$ cat src/rtl/sps_pkg.sv
// Package of constants and types for the sequential primitive set.
package sps_pkg;
   // Register bus address width in bits.
   localparam int unsigned SPS_ADR_W = 8;
   // Width of every programmable time field, in units of one enabled cycle.
   localparam int unsigned SPS_TIME_W = 15;
   // First clock generator word; generator i sits one word further per index.
   localparam logic [7:0] SPS_OFS_GEN0 = 8'h00;
   // Most generators that fit below the one-shot word.
   localparam int unsigned SPS_MAX_GEN = 4;
   // One-shot delay and duration word.
   localparam logic [7:0] SPS_OFS_OSHOT = 8'h10;
   // Read-only status word with the flop, carry, pulse and generator outputs.
   localparam logic [7:0] SPS_OFS_STATUS = 8'h14;
   // Field positions: low time or delay, high time or duration.
   localparam int unsigned SPS_LOW_LSB = 0;
   localparam int unsigned SPS_HIGH_LSB = 16;
   // Reset values of the programmable times.
   localparam logic [SPS_TIME_W-1:0] SPS_DEF_LOW = 15'h000a;
   localparam logic [SPS_TIME_W-1:0] SPS_DEF_HIGH = 15'h000a;
   localparam logic [SPS_TIME_W-1:0] SPS_DEF_DELAY = 15'h0001;
   localparam logic [SPS_TIME_W-1:0] SPS_DEF_WIDTH = 15'h000a;
   // Shortest time that a timer honours; zero is raised to it.
   localparam logic [SPS_TIME_W-1:0] SPS_TIME_MIN = 15'h0001;
   // Status word bit positions.
   localparam int unsigned SPS_ST_DQ = 0;
   localparam int unsigned SPS_ST_GEN = 8;
   // One-shot sequencer states.
   typedef enum logic [1:0] {
      SPS_OS_IDLE = 2'b00,
      SPS_OS_WAIT = 2'b01,
      SPS_OS_HIGH = 2'b10
   } sps_os_e;
endpackage : sps_pkg

$ cat src/rtl/sps_top.sv
// Sequential primitive set: flip-flops, register, counter, shifter, timers.
// What this block does
// - D flop captures on rise; set/clear override.
// - Enabled D flop captures only when enable high.
// - JK acts on fall: hold, clear, set, toggle.
// - JK set/clear override; both give both high.
// - JK output is defined whenever inputs determine it.
// - Register stores N bits; clear polarity selectable.
// - Counter counts up/down; enable is active low.
// - Carry low at terminal count for direction.
// - Counter clear zeroes count without element clock.
// - Low load input loads data, ignoring enable.
// - Enable high stops counting, not loading.
// - Counter width is 1 to 256 bits.
// - Shifter loads parallel data when select low.
// - Shifter moves serial in upward when select high.
// - Generator starts low, alternates low/high, default ten.
// - Generator times 1 to 32767, independent per generator.
// - Restart forces generators low, restarts low timer.
// - One-shot pulse after delay, lasting duration.
// - Retrigger extends pulse from latest trigger.
// - Edge elements use data from before the edge.
`timescale 1ns/100ps
module sps_top
#(
   parameter int unsigned REG_W        = 8,
   parameter int unsigned CNT_W        = 8,
   parameter int unsigned SHR_W        = 8,
   parameter int unsigned NUM_GEN      = 2,
   parameter logic        REG_CLR_HIGH = 1'b1
)
(
   input  wire logic                           clk_i,
   input  wire logic                           rst_i,
   input  wire logic                           ce_i,
   input  wire logic                           wb_cyc_i,
   input  wire logic                           wb_stb_i,
   input  wire logic                           wb_we_i,
   input  wire logic [sps_pkg::SPS_ADR_W-1:0]  wb_adr_i,
   input  wire logic [3:0]                     wb_sel_i,
   input  wire logic [31:0]                    wb_dat_i,
   output wire logic [31:0]                    wb_dat_o,
   output wire logic                           wb_ack_o,
   input  wire logic                           dff_clk_i,
   input  wire logic                           dff_d_i,
   input  wire logic                           dff_set_n_i,
   input  wire logic                           dff_clr_n_i,
   output wire logic                           dff_q_o,
   output wire logic                           dff_qn_o,
   input  wire logic                           dffe_clk_i,
   input  wire logic                           dffe_d_i,
   input  wire logic                           dffe_en_i,
   input  wire logic                           dffe_set_n_i,
   input  wire logic                           dffe_clr_n_i,
   output wire logic                           dffe_q_o,
   output wire logic                           dffe_qn_o,
   input  wire logic                           jk_clk_i,
   input  wire logic                           jk_j_i,
   input  wire logic                           jk_k_i,
   input  wire logic                           jk_set_n_i,
   input  wire logic                           jk_clr_n_i,
   output wire logic                           jk_q_o,
   output wire logic                           jk_qn_o,
   input  wire logic                           reg_clk_i,
   input  wire logic [REG_W-1:0]               reg_d_i,
   input  wire logic                           reg_clear_i,
   output wire logic [REG_W-1:0]               reg_q_o,
   input  wire logic                           cnt_clk_i,
   input  wire logic [CNT_W-1:0]               cnt_d_i,
   input  wire logic                           async_clear_i,
   input  wire logic                           direction_select_i,
   input  wire logic                           count_enable_n_i,
   input  wire logic                           parallel_load_n_i,
   output wire logic [CNT_W-1:0]               cnt_q_o,
   output wire logic                           carry_out_o,
   input  wire logic                           shr_clk_i,
   input  wire logic [SHR_W-1:0]               shr_d_i,
   input  wire logic                           shr_serial_i,
   input  wire logic                           shr_shift_i,
   output wire logic [SHR_W-1:0]               shr_q_o,
   input  wire logic                           sim_restart_i,
   output wire logic [NUM_GEN-1:0]             gen_clk_o,
   input  wire logic                           os_trig_i,
   output wire logic                           os_pulse_o
);
   import sps_pkg::*;

   localparam int unsigned TW = SPS_TIME_W;

   // Whole state of the block; every _p field is the previous input sample.
   typedef struct packed {
      logic                           ack;
      logic [31:0]                    rdat;
      logic [NUM_GEN-1:0][TW-1:0]     glow;
      logic [NUM_GEN-1:0][TW-1:0]     ghigh;
      logic [NUM_GEN-1:0][TW-1:0]     gcnt;
      logic [NUM_GEN-1:0]             gout;
      logic [TW-1:0]                  osdly;
      logic [TW-1:0]                  oswid;
      logic [TW-1:0]                  oscnt;
      sps_os_e                        osst;
      logic                           pulse;
      logic                           trig_p;
      logic                           dclk_p, dd_p, dq, dqn;
      logic                           eclk_p, ed_p, een_p, eq, eqn;
      logic                           jclk_p, jj_p, jk_p, jq, jqn;
      logic                           rclk_p;
      logic [REG_W-1:0]               rd_p, rq;
      logic                           cclk_p, cup_p, cenn_p, cldn_p, carry;
      logic [CNT_W-1:0]               cd_p, cq;
      logic                           sclk_p, ssi_p, ssh_p;
      logic [SHR_W-1:0]               sd_p, sq;
   } sps_state_s;

   sps_state_s s_q;        // Registered state.
   sps_state_s s_d;        // Next state.
   logic       d_rise;     // Element clock edges seen this cycle.
   logic       e_rise;
   logic       j_fall;
   logic       r_rise;
   logic       c_rise;
   logic       s_rise;
   logic       os_rise;
   logic       wb_req;     // A new bus request, not yet answered.

   // Raises a zero time to the shortest legal one.
   function automatic logic [TW-1:0] sps_clamp(input logic [TW-1:0] t);
      return (t < SPS_TIME_MIN) ? SPS_TIME_MIN : t;
   endfunction : sps_clamp

   // True when a byte address lands on the given word.
   function automatic logic sps_hit(input logic [7:0] a, input logic [7:0] ofs);
      return {a[7:2], 2'b00} == ofs;
   endfunction : sps_hit

   // Merges write data into a word along the byte enables.
   function automatic logic [31:0] sps_merge(input logic [31:0] old,
                                            input logic [31:0] dat,
                                            input logic [3:0]  sel);
      logic [31:0] r;
      r = old;
      for (int b = 0; b < 4; b++)
      begin
         if (sel[b])
         begin
            r[b*8 +: 8] = dat[b*8 +: 8];
         end
      end
      return r;
   endfunction : sps_merge

   // Packs a pair of times into one register word.
   function automatic logic [31:0] sps_pair(input logic [TW-1:0] lo,
                                           input logic [TW-1:0] hi);
      return {1'b0, hi, 1'b0, lo};
   endfunction : sps_pair

   // Edges compare the live level with the last sample, so data seen with
   // an edge is always the value from before it.
   assign d_rise  = dff_clk_i & ~s_q.dclk_p;
   assign e_rise  = dffe_clk_i & ~s_q.eclk_p;
   assign j_fall  = ~jk_clk_i & s_q.jclk_p;
   assign r_rise  = reg_clk_i & ~s_q.rclk_p;
   assign c_rise  = cnt_clk_i & ~s_q.cclk_p;
   assign s_rise  = shr_clk_i & ~s_q.sclk_p;
   assign os_rise = os_trig_i & ~s_q.trig_p;
   assign wb_req  = wb_cyc_i & wb_stb_i & ~s_q.ack;

   // Next-state logic for every element and the bus slave.
   always_comb
   begin
      logic [31:0] wv;
      wv  = 32'h0000_0000;
      s_d = s_q;
      // Bus slave: one ack per request, registered read data.
      s_d.ack  = wb_req;
      s_d.rdat = 32'h0000_0000;
      if (wb_req && sps_hit(wb_adr_i, SPS_OFS_OSHOT))
      begin
         s_d.rdat = sps_pair(s_q.osdly, s_q.oswid);
         wv       = sps_merge(s_d.rdat, wb_dat_i, wb_sel_i);
         if (wb_we_i)
         begin
            s_d.osdly = wv[SPS_LOW_LSB +: TW];
            s_d.oswid = wv[SPS_HIGH_LSB +: TW];
         end
      end
      else if (wb_req && sps_hit(wb_adr_i, SPS_OFS_STATUS))
      begin
         // Status is read-only; writes are acknowledged and dropped.
         s_d.rdat = 32'({s_q.gout, s_q.pulse, s_q.carry, s_q.jqn, s_q.jq,
                         s_q.eqn, s_q.eq, s_q.dqn, s_q.dq}) << SPS_ST_DQ;
      end
      for (int i = 0; i < NUM_GEN; i++)
      begin
         if (wb_req && sps_hit(wb_adr_i, SPS_OFS_GEN0 + 8'(i * 4)))
         begin
            s_d.rdat = sps_pair(s_q.glow[i], s_q.ghigh[i]);
            wv       = sps_merge(s_d.rdat, wb_dat_i, wb_sel_i);
            if (wb_we_i)
            begin
               s_d.glow[i]  = wv[SPS_LOW_LSB +: TW];
               s_d.ghigh[i] = wv[SPS_HIGH_LSB +: TW];
            end
         end
      end

      // Plain D flop: set low gives Q high, clear low gives Q/ high.
      if (!dff_set_n_i || !dff_clr_n_i)
      begin
         s_d.dq  = ~dff_set_n_i;
         s_d.dqn = ~dff_clr_n_i;
      end
      else if (d_rise)
      begin
         s_d.dq  = s_q.dd_p;
         s_d.dqn = ~s_q.dd_p;
      end

      // Enabled D flop: the enable is judged at the edge, like the data.
      if (!dffe_set_n_i || !dffe_clr_n_i)
      begin
         s_d.eq  = ~dffe_set_n_i;
         s_d.eqn = ~dffe_clr_n_i;
      end
      else if (e_rise && s_q.een_p)
      begin
         s_d.eq  = s_q.ed_p;
         s_d.eqn = ~s_q.ed_p;
      end

      // JK flop on the falling edge. Leaving the both-high override
      // resumes from Q high, a defined stand-in for the unknown state.
      if (!jk_set_n_i || !jk_clr_n_i)
      begin
         s_d.jq  = ~jk_set_n_i;
         s_d.jqn = ~jk_clr_n_i;
      end
      else if (j_fall)
      begin
         // Characteristic equation: an unknown J or K still gives a known
         // result wherever both outcomes agree.
         s_d.jq  = (s_q.jj_p & ~s_q.jq) | (~s_q.jk_p & s_q.jq);
         s_d.jqn = ~s_d.jq;
      end

      // Register: clear acts every cycle, independent of its own clock.
      if (reg_clear_i == REG_CLR_HIGH)
      begin
         s_d.rq = '0;
      end
      else if (r_rise)
      begin
         s_d.rq = s_q.rd_p;
      end

      // Counter: clear, then load, then count when enabled.
      if (async_clear_i)
      begin
         s_d.cq = '0;
      end
      else if (c_rise && !s_q.cldn_p)
      begin
         s_d.cq = s_q.cd_p;
      end
      else if (c_rise && !s_q.cenn_p)
      begin
         // Natural wrap of a CNT_W-bit sum.
         s_d.cq = s_q.cup_p ? s_q.cq + 1'b1 : s_q.cq - 1'b1;
      end
      // Carry low at terminal count; a later stage may use it as its
      // active-low enable on the shared clock.
      s_d.carry = ~((direction_select_i && (&s_d.cq)) ||
                    (!direction_select_i && (s_d.cq == '0)));

      // Shifter: load when select low, else shift toward the top.
      if (s_rise && !s_q.ssh_p)
      begin
         s_d.sq = s_q.sd_p;
      end
      else if (s_rise)
      begin
         s_d.sq = (s_q.sq << 1) | SHR_W'(s_q.ssi_p);
      end

      // Generators count enabled cycles; zero times act as one.
      for (int i = 0; i < NUM_GEN; i++)
      begin
         if (sim_restart_i)
         begin
            s_d.gout[i] = 1'b0;
            s_d.gcnt[i] = sps_clamp(s_q.glow[i]);
         end
         else if (s_q.gcnt[i] <= SPS_TIME_MIN)
         begin
            s_d.gout[i] = ~s_q.gout[i];
            s_d.gcnt[i] = s_q.gout[i] ? sps_clamp(s_q.glow[i])
                                      : sps_clamp(s_q.ghigh[i]);
         end
         else
         begin
            s_d.gcnt[i] = s_q.gcnt[i] - 1'b1;
         end
      end

      // One-shot: a trigger always restarts the delay, pulse untouched.
      if (os_rise)
      begin
         s_d.osst  = SPS_OS_WAIT;
         s_d.oscnt = sps_clamp(s_q.osdly);
      end
      else
      begin
         case (s_q.osst)
            SPS_OS_WAIT:
            begin
               if (s_q.oscnt <= SPS_TIME_MIN)
               begin
                  s_d.pulse = 1'b1;
                  s_d.osst  = SPS_OS_HIGH;
                  s_d.oscnt = sps_clamp(s_q.oswid);
               end
               else
               begin
                  s_d.oscnt = s_q.oscnt - 1'b1;
               end
            end
            SPS_OS_HIGH:
            begin
               if (s_q.oscnt <= SPS_TIME_MIN)
               begin
                  s_d.pulse = 1'b0;
                  s_d.osst  = SPS_OS_IDLE;
               end
               else
               begin
                  s_d.oscnt = s_q.oscnt - 1'b1;
               end
            end
            default:
            begin
               s_d.pulse = 1'b0;
               s_d.osst  = SPS_OS_IDLE;
            end
         endcase
      end

      // Input history for edge detection and old-value sampling.
      s_d.dclk_p = dff_clk_i;
      s_d.dd_p   = dff_d_i;
      s_d.eclk_p = dffe_clk_i;
      s_d.ed_p   = dffe_d_i;
      s_d.een_p  = dffe_en_i;
      s_d.jclk_p = jk_clk_i;
      s_d.jj_p   = jk_j_i;
      s_d.jk_p   = jk_k_i;
      s_d.rclk_p = reg_clk_i;
      s_d.rd_p   = reg_d_i;
      s_d.cclk_p = cnt_clk_i;
      s_d.cd_p   = cnt_d_i;
      s_d.cup_p  = direction_select_i;
      s_d.cenn_p = count_enable_n_i;
      s_d.cldn_p = parallel_load_n_i;
      s_d.sclk_p = shr_clk_i;
      s_d.sd_p   = shr_d_i;
      s_d.ssi_p  = shr_serial_i;
      s_d.ssh_p  = shr_shift_i;
      s_d.trig_p = os_trig_i;

      // Reset values; defaults give the documented times.
      if (rst_i)
      begin
         s_d       = '0;
         s_d.dqn   = 1'b1;
         s_d.eqn   = 1'b1;
         s_d.jqn   = 1'b1;
         s_d.carry = 1'b1;
         s_d.osst  = SPS_OS_IDLE;
         s_d.osdly = SPS_DEF_DELAY;
         s_d.oswid = SPS_DEF_WIDTH;
         for (int i = 0; i < NUM_GEN; i++)
         begin
            s_d.glow[i]  = SPS_DEF_LOW;
            s_d.ghigh[i] = SPS_DEF_HIGH;
            s_d.gcnt[i]  = SPS_DEF_LOW;
         end
      end
   end

   // State register; a low clock enable freezes everything but reset.
   always_ff @(posedge clk_i)
   begin
      if (rst_i || ce_i)
      begin
         s_q <= s_d;
      end
   end

   // All outputs come straight from the state register.
   assign wb_dat_o    = s_q.rdat;
   assign wb_ack_o    = s_q.ack;
   assign dff_q_o     = s_q.dq;
   assign dff_qn_o    = s_q.dqn;
   assign dffe_q_o    = s_q.eq;
   assign dffe_qn_o   = s_q.eqn;
   assign jk_q_o      = s_q.jq;
   assign jk_qn_o     = s_q.jqn;
   assign reg_q_o     = s_q.rq;
   assign cnt_q_o     = s_q.cq;
   assign carry_out_o = s_q.carry;
   assign shr_q_o     = s_q.sq;
   assign gen_clk_o   = s_q.gout;
   assign os_pulse_o  = s_q.pulse;
endmodule : sps_top

$ cat config.mk
export PLATFORM = sky130hd
export DESIGN_NAME = sps_top
export DESIGN_NICKNAME = d
export VERILOG_FILES = /design/src/rtl/sps_pkg.sv /design/src/rtl/sps_top.sv
export SDC_FILE = /design/constraint.sdc
export NUM_CORES = 1
export LEC_CHECK = 0
export BUFFER_PORTS_ARGS = -buffer_cell sky130_fd_sc_hd__buf_2
export CAP_MARGIN = 25
export CORE_ASPECT_RATIO = 2
export CORE_MARGIN = 8
export CORE_UTILIZATION = 30
export CTS_BUF_LIST = sky130_fd_sc_hd__clkbuf_16
export CTS_CLUSTER_DIAMETER = 150
export DETAILED_ROUTE_END_ITERATION = 8
export HOLD_SLACK_MARGIN = 0.05
export PLACE_DENSITY = 0.57
export SYNTH_ARGS = -nofsm -noshare
export SYNTH_HDL_FRONTEND = slang
export SYNTH_SLANG_ARGS = --single-unit
export TNS_END_PERCENT = 100
$ cat constraint.sdc
create_clock -name clk_i -period 9.1 [get_ports clk_i]
set_clock_uncertainty 0.15 [all_clocks]
set_input_delay 0 -clock clk_i [delete_from_list [all_inputs] [get_ports clk_i]]
set_output_delay 0 -clock clk_i [all_outputs]
set_load 0.02 [all_outputs]
After elaboration in Yosys (flattened, before gate mapping)

Index checks and enable logic that the tools add are counted.

Input port bits: 100
Flip-flop bits (word level): 245

Muxes and demuxes: 50
Equal/unequal tests: 11
Add/subtract/negate cells: 5
Magnitude comparators: 9
Reduce and logical (&&, ||, !) cells: 70
Bitwise logic cells: 35

Operators with widths:

| kind                                                                               | number |
|---|---|
| 15-bit two-way mux                                                                 | 19 |
| 15-bit by 1-bit < comparator with 1-bit output (second input constant)             | 6 |
| 8-bit two-way mux                                                                  | 9 |
| 31-bit two-way mux                                                                 | 2 |
| 30-bit two-way mux                                                                 | 2 |
| 4-bit AND reduction                                                                | 13 |
| 46-bit two-way mux                                                                 | 1 |
| 15-bit by 1-bit less-or-equal comparator with 1-bit output (second input constant) | 3 |
| 15-bit by 1-bit subtractor with 15-bit output (second input constant)              | 3 |
| 15-bit case mux with 2 select lines                                                | 1 |
| 1-bit NOT                                                                          | 22 |
| 3-bit nonzero test                                                                 | 7 |
| 17-bit two-way mux                                                                 | 1 |
| 2-bit nonzero test                                                                 | 8 |
| 7-bit two-way mux                                                                  | 2 |
| 2-bit AND reduction                                                                | 7 |
| 6-bit by 3-bit equality test with 1-bit output (second input constant)             | 2 |
| 2-bit two-way mux                                                                  | 6 |
| 4-bit inequality test (second input constant)                                      | 3 |
| 1-bit bitwise AND                                                                  | 11 |
| 1-bit logical AND                                                                  | 10 |
| 1-bit logical NOT                                                                  | 10 |
| 10-bit two-way mux                                                                 | 1 |
| 8-bit by 1-bit adder with 8-bit output (second input constant)                     | 1 |
| 19 further kinds                                                                   | 30 |

Logic depth before layout (Yosys ltp)

Depth in word-level cells: 10
Gate-level depth with buffers: 10
Depth with buffers taken out: 9

Worst setup path after synthesis

OpenSTA, ideal clock, no wires.

Path kind: input-to-reg
From: in rst_i
To: reg s_q, in the netlist carry_out_o, enable pin
Path buffers: 2
Setup time: 0.464 ns
Path slack: 5.687 ns
Data required time: 8.486 ns
Arrival time: 2.799 ns
Stages: 4
Cells stage by stage: clkbuf_1 -> clkbuf_1 -> nor2_1 -> inv_1

Word-level cells in the longest chain between the ends: 1

RTL lines:

| element              | line           | RTL |
|---|---|---|
| from (decl)          | sps_top.sv:34  | `input wire logic rst_i,` |
| 1-bit logical OR     | sps_top.sv:393 | `if (rst_i \|\| ce_i)` |
| to (signal assigned) | sps_top.sv:395 | `s_q <= s_d;` |
| to (decl)            | sps_top.sv:115 | `sps_state_s s_q;` |

Every way passes these cells.
A chain may end at the register's enable or synchronous reset.

Worst setup path after layout

From: reg s_q[82] in the netlist's numbering
To: reg s_q[77] in the netlist's numbering, data pin

Word-level cells in the longest chain between the ends: 4

RTL lines:

| element                                                    | line           | RTL |
|---|---|---|
| 15-bit by 1-bit less-or-equal comparator with 1-bit output | sps_top.sv:317 | `if (s_q.oscnt <= SPS_TIME_MIN)` |
| 15-bit two-way mux                                         | sps_top.sv:317 |  |
| 15-bit case mux with 2 select lines                        | sps_top.sv:314 | `case (s_q.osst)` |
| 17-bit two-way mux                                         | sps_top.sv:307 | `if (os_rise)` |

Every way passes these cells.

==> metrics.yaml <==
path_cells: "or4_4 -> or4_1 -> or3_4 -> nor2_4 -> nor2_1 -> a21oi_1 -> o22ai_2"
fin_ws_ns: 5.73
area_delta_synth_final_pct: 22.8
path_buf_inv: 0
nets: 1431
rows: 106
gp_congestion: 0.875
numCtsBuffers: 24
reg2reg_slack_ns: 5.73
p_leak_uw: 0.00584
setup_viol: 0
postCtsSetupBuffers: 0
critPathCapture: "s_q[77]$_SDFFCE_PP0P_"
avgRoutedWirePerCell_um: 21.5
finalMaxSlewViolations: 0
holdPathStages: 5
syn_inst: 1114
min_path_type: "primary input to register"
synthFlopType: "edfxtp_1"
vias: 9387
grt-ovfl-total: 0
regToRegStartpoint: "s_q[82]$_SDFFCE_PP0P_"
drt_iter0_markers: 395
regArea_um2: 7300
yosysUniqueCellTypes: 67
clock_sinks: 243
max_slew.worst_pin.slew_ns: 0.880
clk-insertion-delay-late_ns: 0.54
rsz0062_at_grt: "false"
avgSynthCellArea_um2: 11.4
dieArea_um2: 49500
worstSetupPathType: "register to register"
clkSlewWorstSetupHoldPaths_ns: 0.07
dp_hpwl_mm: 29.9
finalHoldViolCount: 0
pin_count: 167
setup_tns_ns: 0
drt_pass1_iterations: 4
synth_edf_count: 243
drt-total-wl_mm: 40.3
h-tree-depth: 1
ys_warn_count: 0
ir_drop_v: 0.000137
status: "finished, final reports clean"
p_int_uw: 2070
cts_tree: "done"
antenna_left: 0
port_buffers: 160
multi_input_area_um2: 4590
switching_power_uw: 761
grt_max_degree: 81
grt_use_total_pct: 15.8
first_global_vias: 9836
antennaDiodeCount: 0
holdWs_ns: 0.130
cp_slowest_cell: "or4_4"
postLayoutCellArea_um2: 15600
p_total_uw: 2830
remaining_drc_errors: 0
max_cap_violations: 0
final_common_cell: "edfxtp_1"
grt_first_pass_wirelength_mm: 59.7
netlist_area_um2: 12700
period_needed_ns: 3.37
cts-root-buf: "clkbuf_16"
synth_async_sr_flop_share_pct: 0
vias_per_cell: 5.01
clkPwrFrac_pct: 35.5
power.density_nw_per_um2: 182
initial_core_util_pct: 30.3
combPwrFrac_pct: 13.8
r2r_cells: 7
switching_share_pct: 26.9
cp.depth: 7
max_freq_mhz: 297
finalCritPeriodShare_pct: 37.0
drive_gt1_share_pct: 18.0
ys_top_cells_by_area: "edfxtp_1, nor2_1, nor2b_1"
synth_top_cell_area_share_pct: 57.6
required_ns: 9.20
crit_path_end_kind: "register"
antenna_found_initial: 0
yosysSeqAreaShare_pct: 57.6
placed_area_um2: 13600
slowest_delay_ns: 0.57
die_height_um: 307
dp_slack_ns: 5.74
max-clock-path-buffers: 3
worstPathArrival_ns: 3.47
slew_headroom_pct: 41.3
seq_power_share_pct: 50.7
yosysTopAreaCell: "edfxtp_1"
rr_endpoint: "s_q[77]$_SDFFCE_PP0P_"
cts_resized: 0
core_um2: 41800
crit_family: "simple AND/OR/NAND/NOR gates"
cp-startpoint: "s_q[82]$_SDFFCE_PP0P_"
crit_path_start_kind: "register"
layout_common_cells: "edfxtp_1, buf_2, nor2_1, dlygate4sd3_1, nor2b_1"
hold_path_startpoint: "wb_adr_i[2]"
fp.dieW_um: 161
ys_ff_latch: 243
fillers: 4077
worstPathMaxFanout: 29
==> layout make-up <==
cell class              count  share of cell area (%)
flip-flops and latches    243                    46.9
multi-input cells         727                    29.5
repair buffers            294                    13.7
well taps                 540                    4.34
clock buffers              25                    4.02
clock inverters            19                   0.957
inverters                  26                   0.643
==> sequential cells by signal, indices dropped and copies added, names as in the netlist <==
name         count
s_q            178
jk_qn_o          1
carry_out_o      1
wb_ack_o         1
dff_q_o          1
jk_q_o           1
wb_dat_o        30
gen_clk_o        2
dffe_qn_o        1
cnt_q_o          8
dff_qn_o         1
shr_q_o          8
os_pulse_o       1
reg_q_o          8
dffe_q_o         1
==> cell families after synthesis <==
| logic type | Yosys count | synth area share [%] |
|---|---|---|
| simple gates | 410 | 17.1 |
| buf+inv | 145 | 6.28 |
| compound gates | 232 | 12.4 |
| xor+xnor | 35 | 2.42 |
| other cells | 1 | 0.0296 |
| flops | 243 | 57.6 |
| fa+ha+maj | 15 | 1.54 |
| mux | 33 | 2.61 |
==> power by group through the flow <==
stage / clock [uW] / combinational, uW / sequential (uW)
2_1_floorplan: 0 / 262 / 1410
3_3_place_gp: 0 / 339 / 1460
3_5_place_dp: 0 / 347 / 1460
4_1_cts: 1030 / 390 / 1440
5_1_grt: 1060 / 427 / 1440
6_report: 1000 / 390 / 1440
==> cells in the mapped netlist (3+ instances only) <==
library cell / number
a21oi_2: 8
a221oi_1: 3
a211oi_1: 16
o211ai_1: 5
buf_1: 5
xor2_1: 13
nand3_1: 3
o221ai_1: 4
nor4_1: 23
edfxtp_1: 243
o21ai_0: 19
nor2_1: 145
or4_1: 9
inv_1: 26
a21oi_1: 64
nor4_2: 3
a31oi_1: 19
clkbuf_1: 51
nor2b_1: 76
nand2b_1: 20
o22a_1: 10
a22oi_1: 21
buf_4: 58
ha_1: 14
a41o_1: 7
mux2i_1: 33
nor3_1: 34
and2_1: 26
xnor2_1: 22
a21o_1: 11
or3_1: 4
nand2_1: 33
nand3b_1: 8
o22ai_1: 22
nor3b_1: 6
or2_2: 7
a211o_1: 3
==> how the worst min path moves through the flow <==
| stage | endpoint | slack (ns) |
|---|---|---|
| after global placement | s_q[105]$_SDFFCE_PP1P_ | 0.13 |
| after floorplan | dff_qn_o$_SDFFCE_PP1P_ | 0.01 |
| final | wb_dat_o[19]$_SDFFCE_PP0N_ | 0.13 |
| after detailed placement | s_q[105]$_SDFFCE_PP1P_ | 0.13 |
| after CTS | wb_dat_o[20]$_SDFFCE_PP0N_ | 0.11 |
| after global routing | s_q[105]$_SDFFCE_PP1P_ | 0.14 |
==> per-layer routing <==
metal,vias to the layer above,global-route usage (%),wire [um]
met5,-,0,0
met4,0,9.95,2520
met3,87,2.38,1490
met2,268,31.0,22500
met1,4577,14.9,13800
li1,4455,-,-
==> worst min-delay path, cell delays in order <==
cell	delay, ns
buf_2	0.11
nor3_2	0.05
buf_4	0.24
a31oi_1	0.20
nor2_1	0.05
==> metrics by stage <==
step	util (%)	instances
floorplan	-	1115
global placement	32.4	1706
detailed placement	32.4	1707
CTS	37.2	1874
global route	37.2	1874
finish	37.2	1874
==> timing repair <==
action	in CTS	in global routing
hold buffers	123	0
hold endpoints to repair	288	0
setup endpoints to repair	0	0
Power figures use the tool's default switching activity.
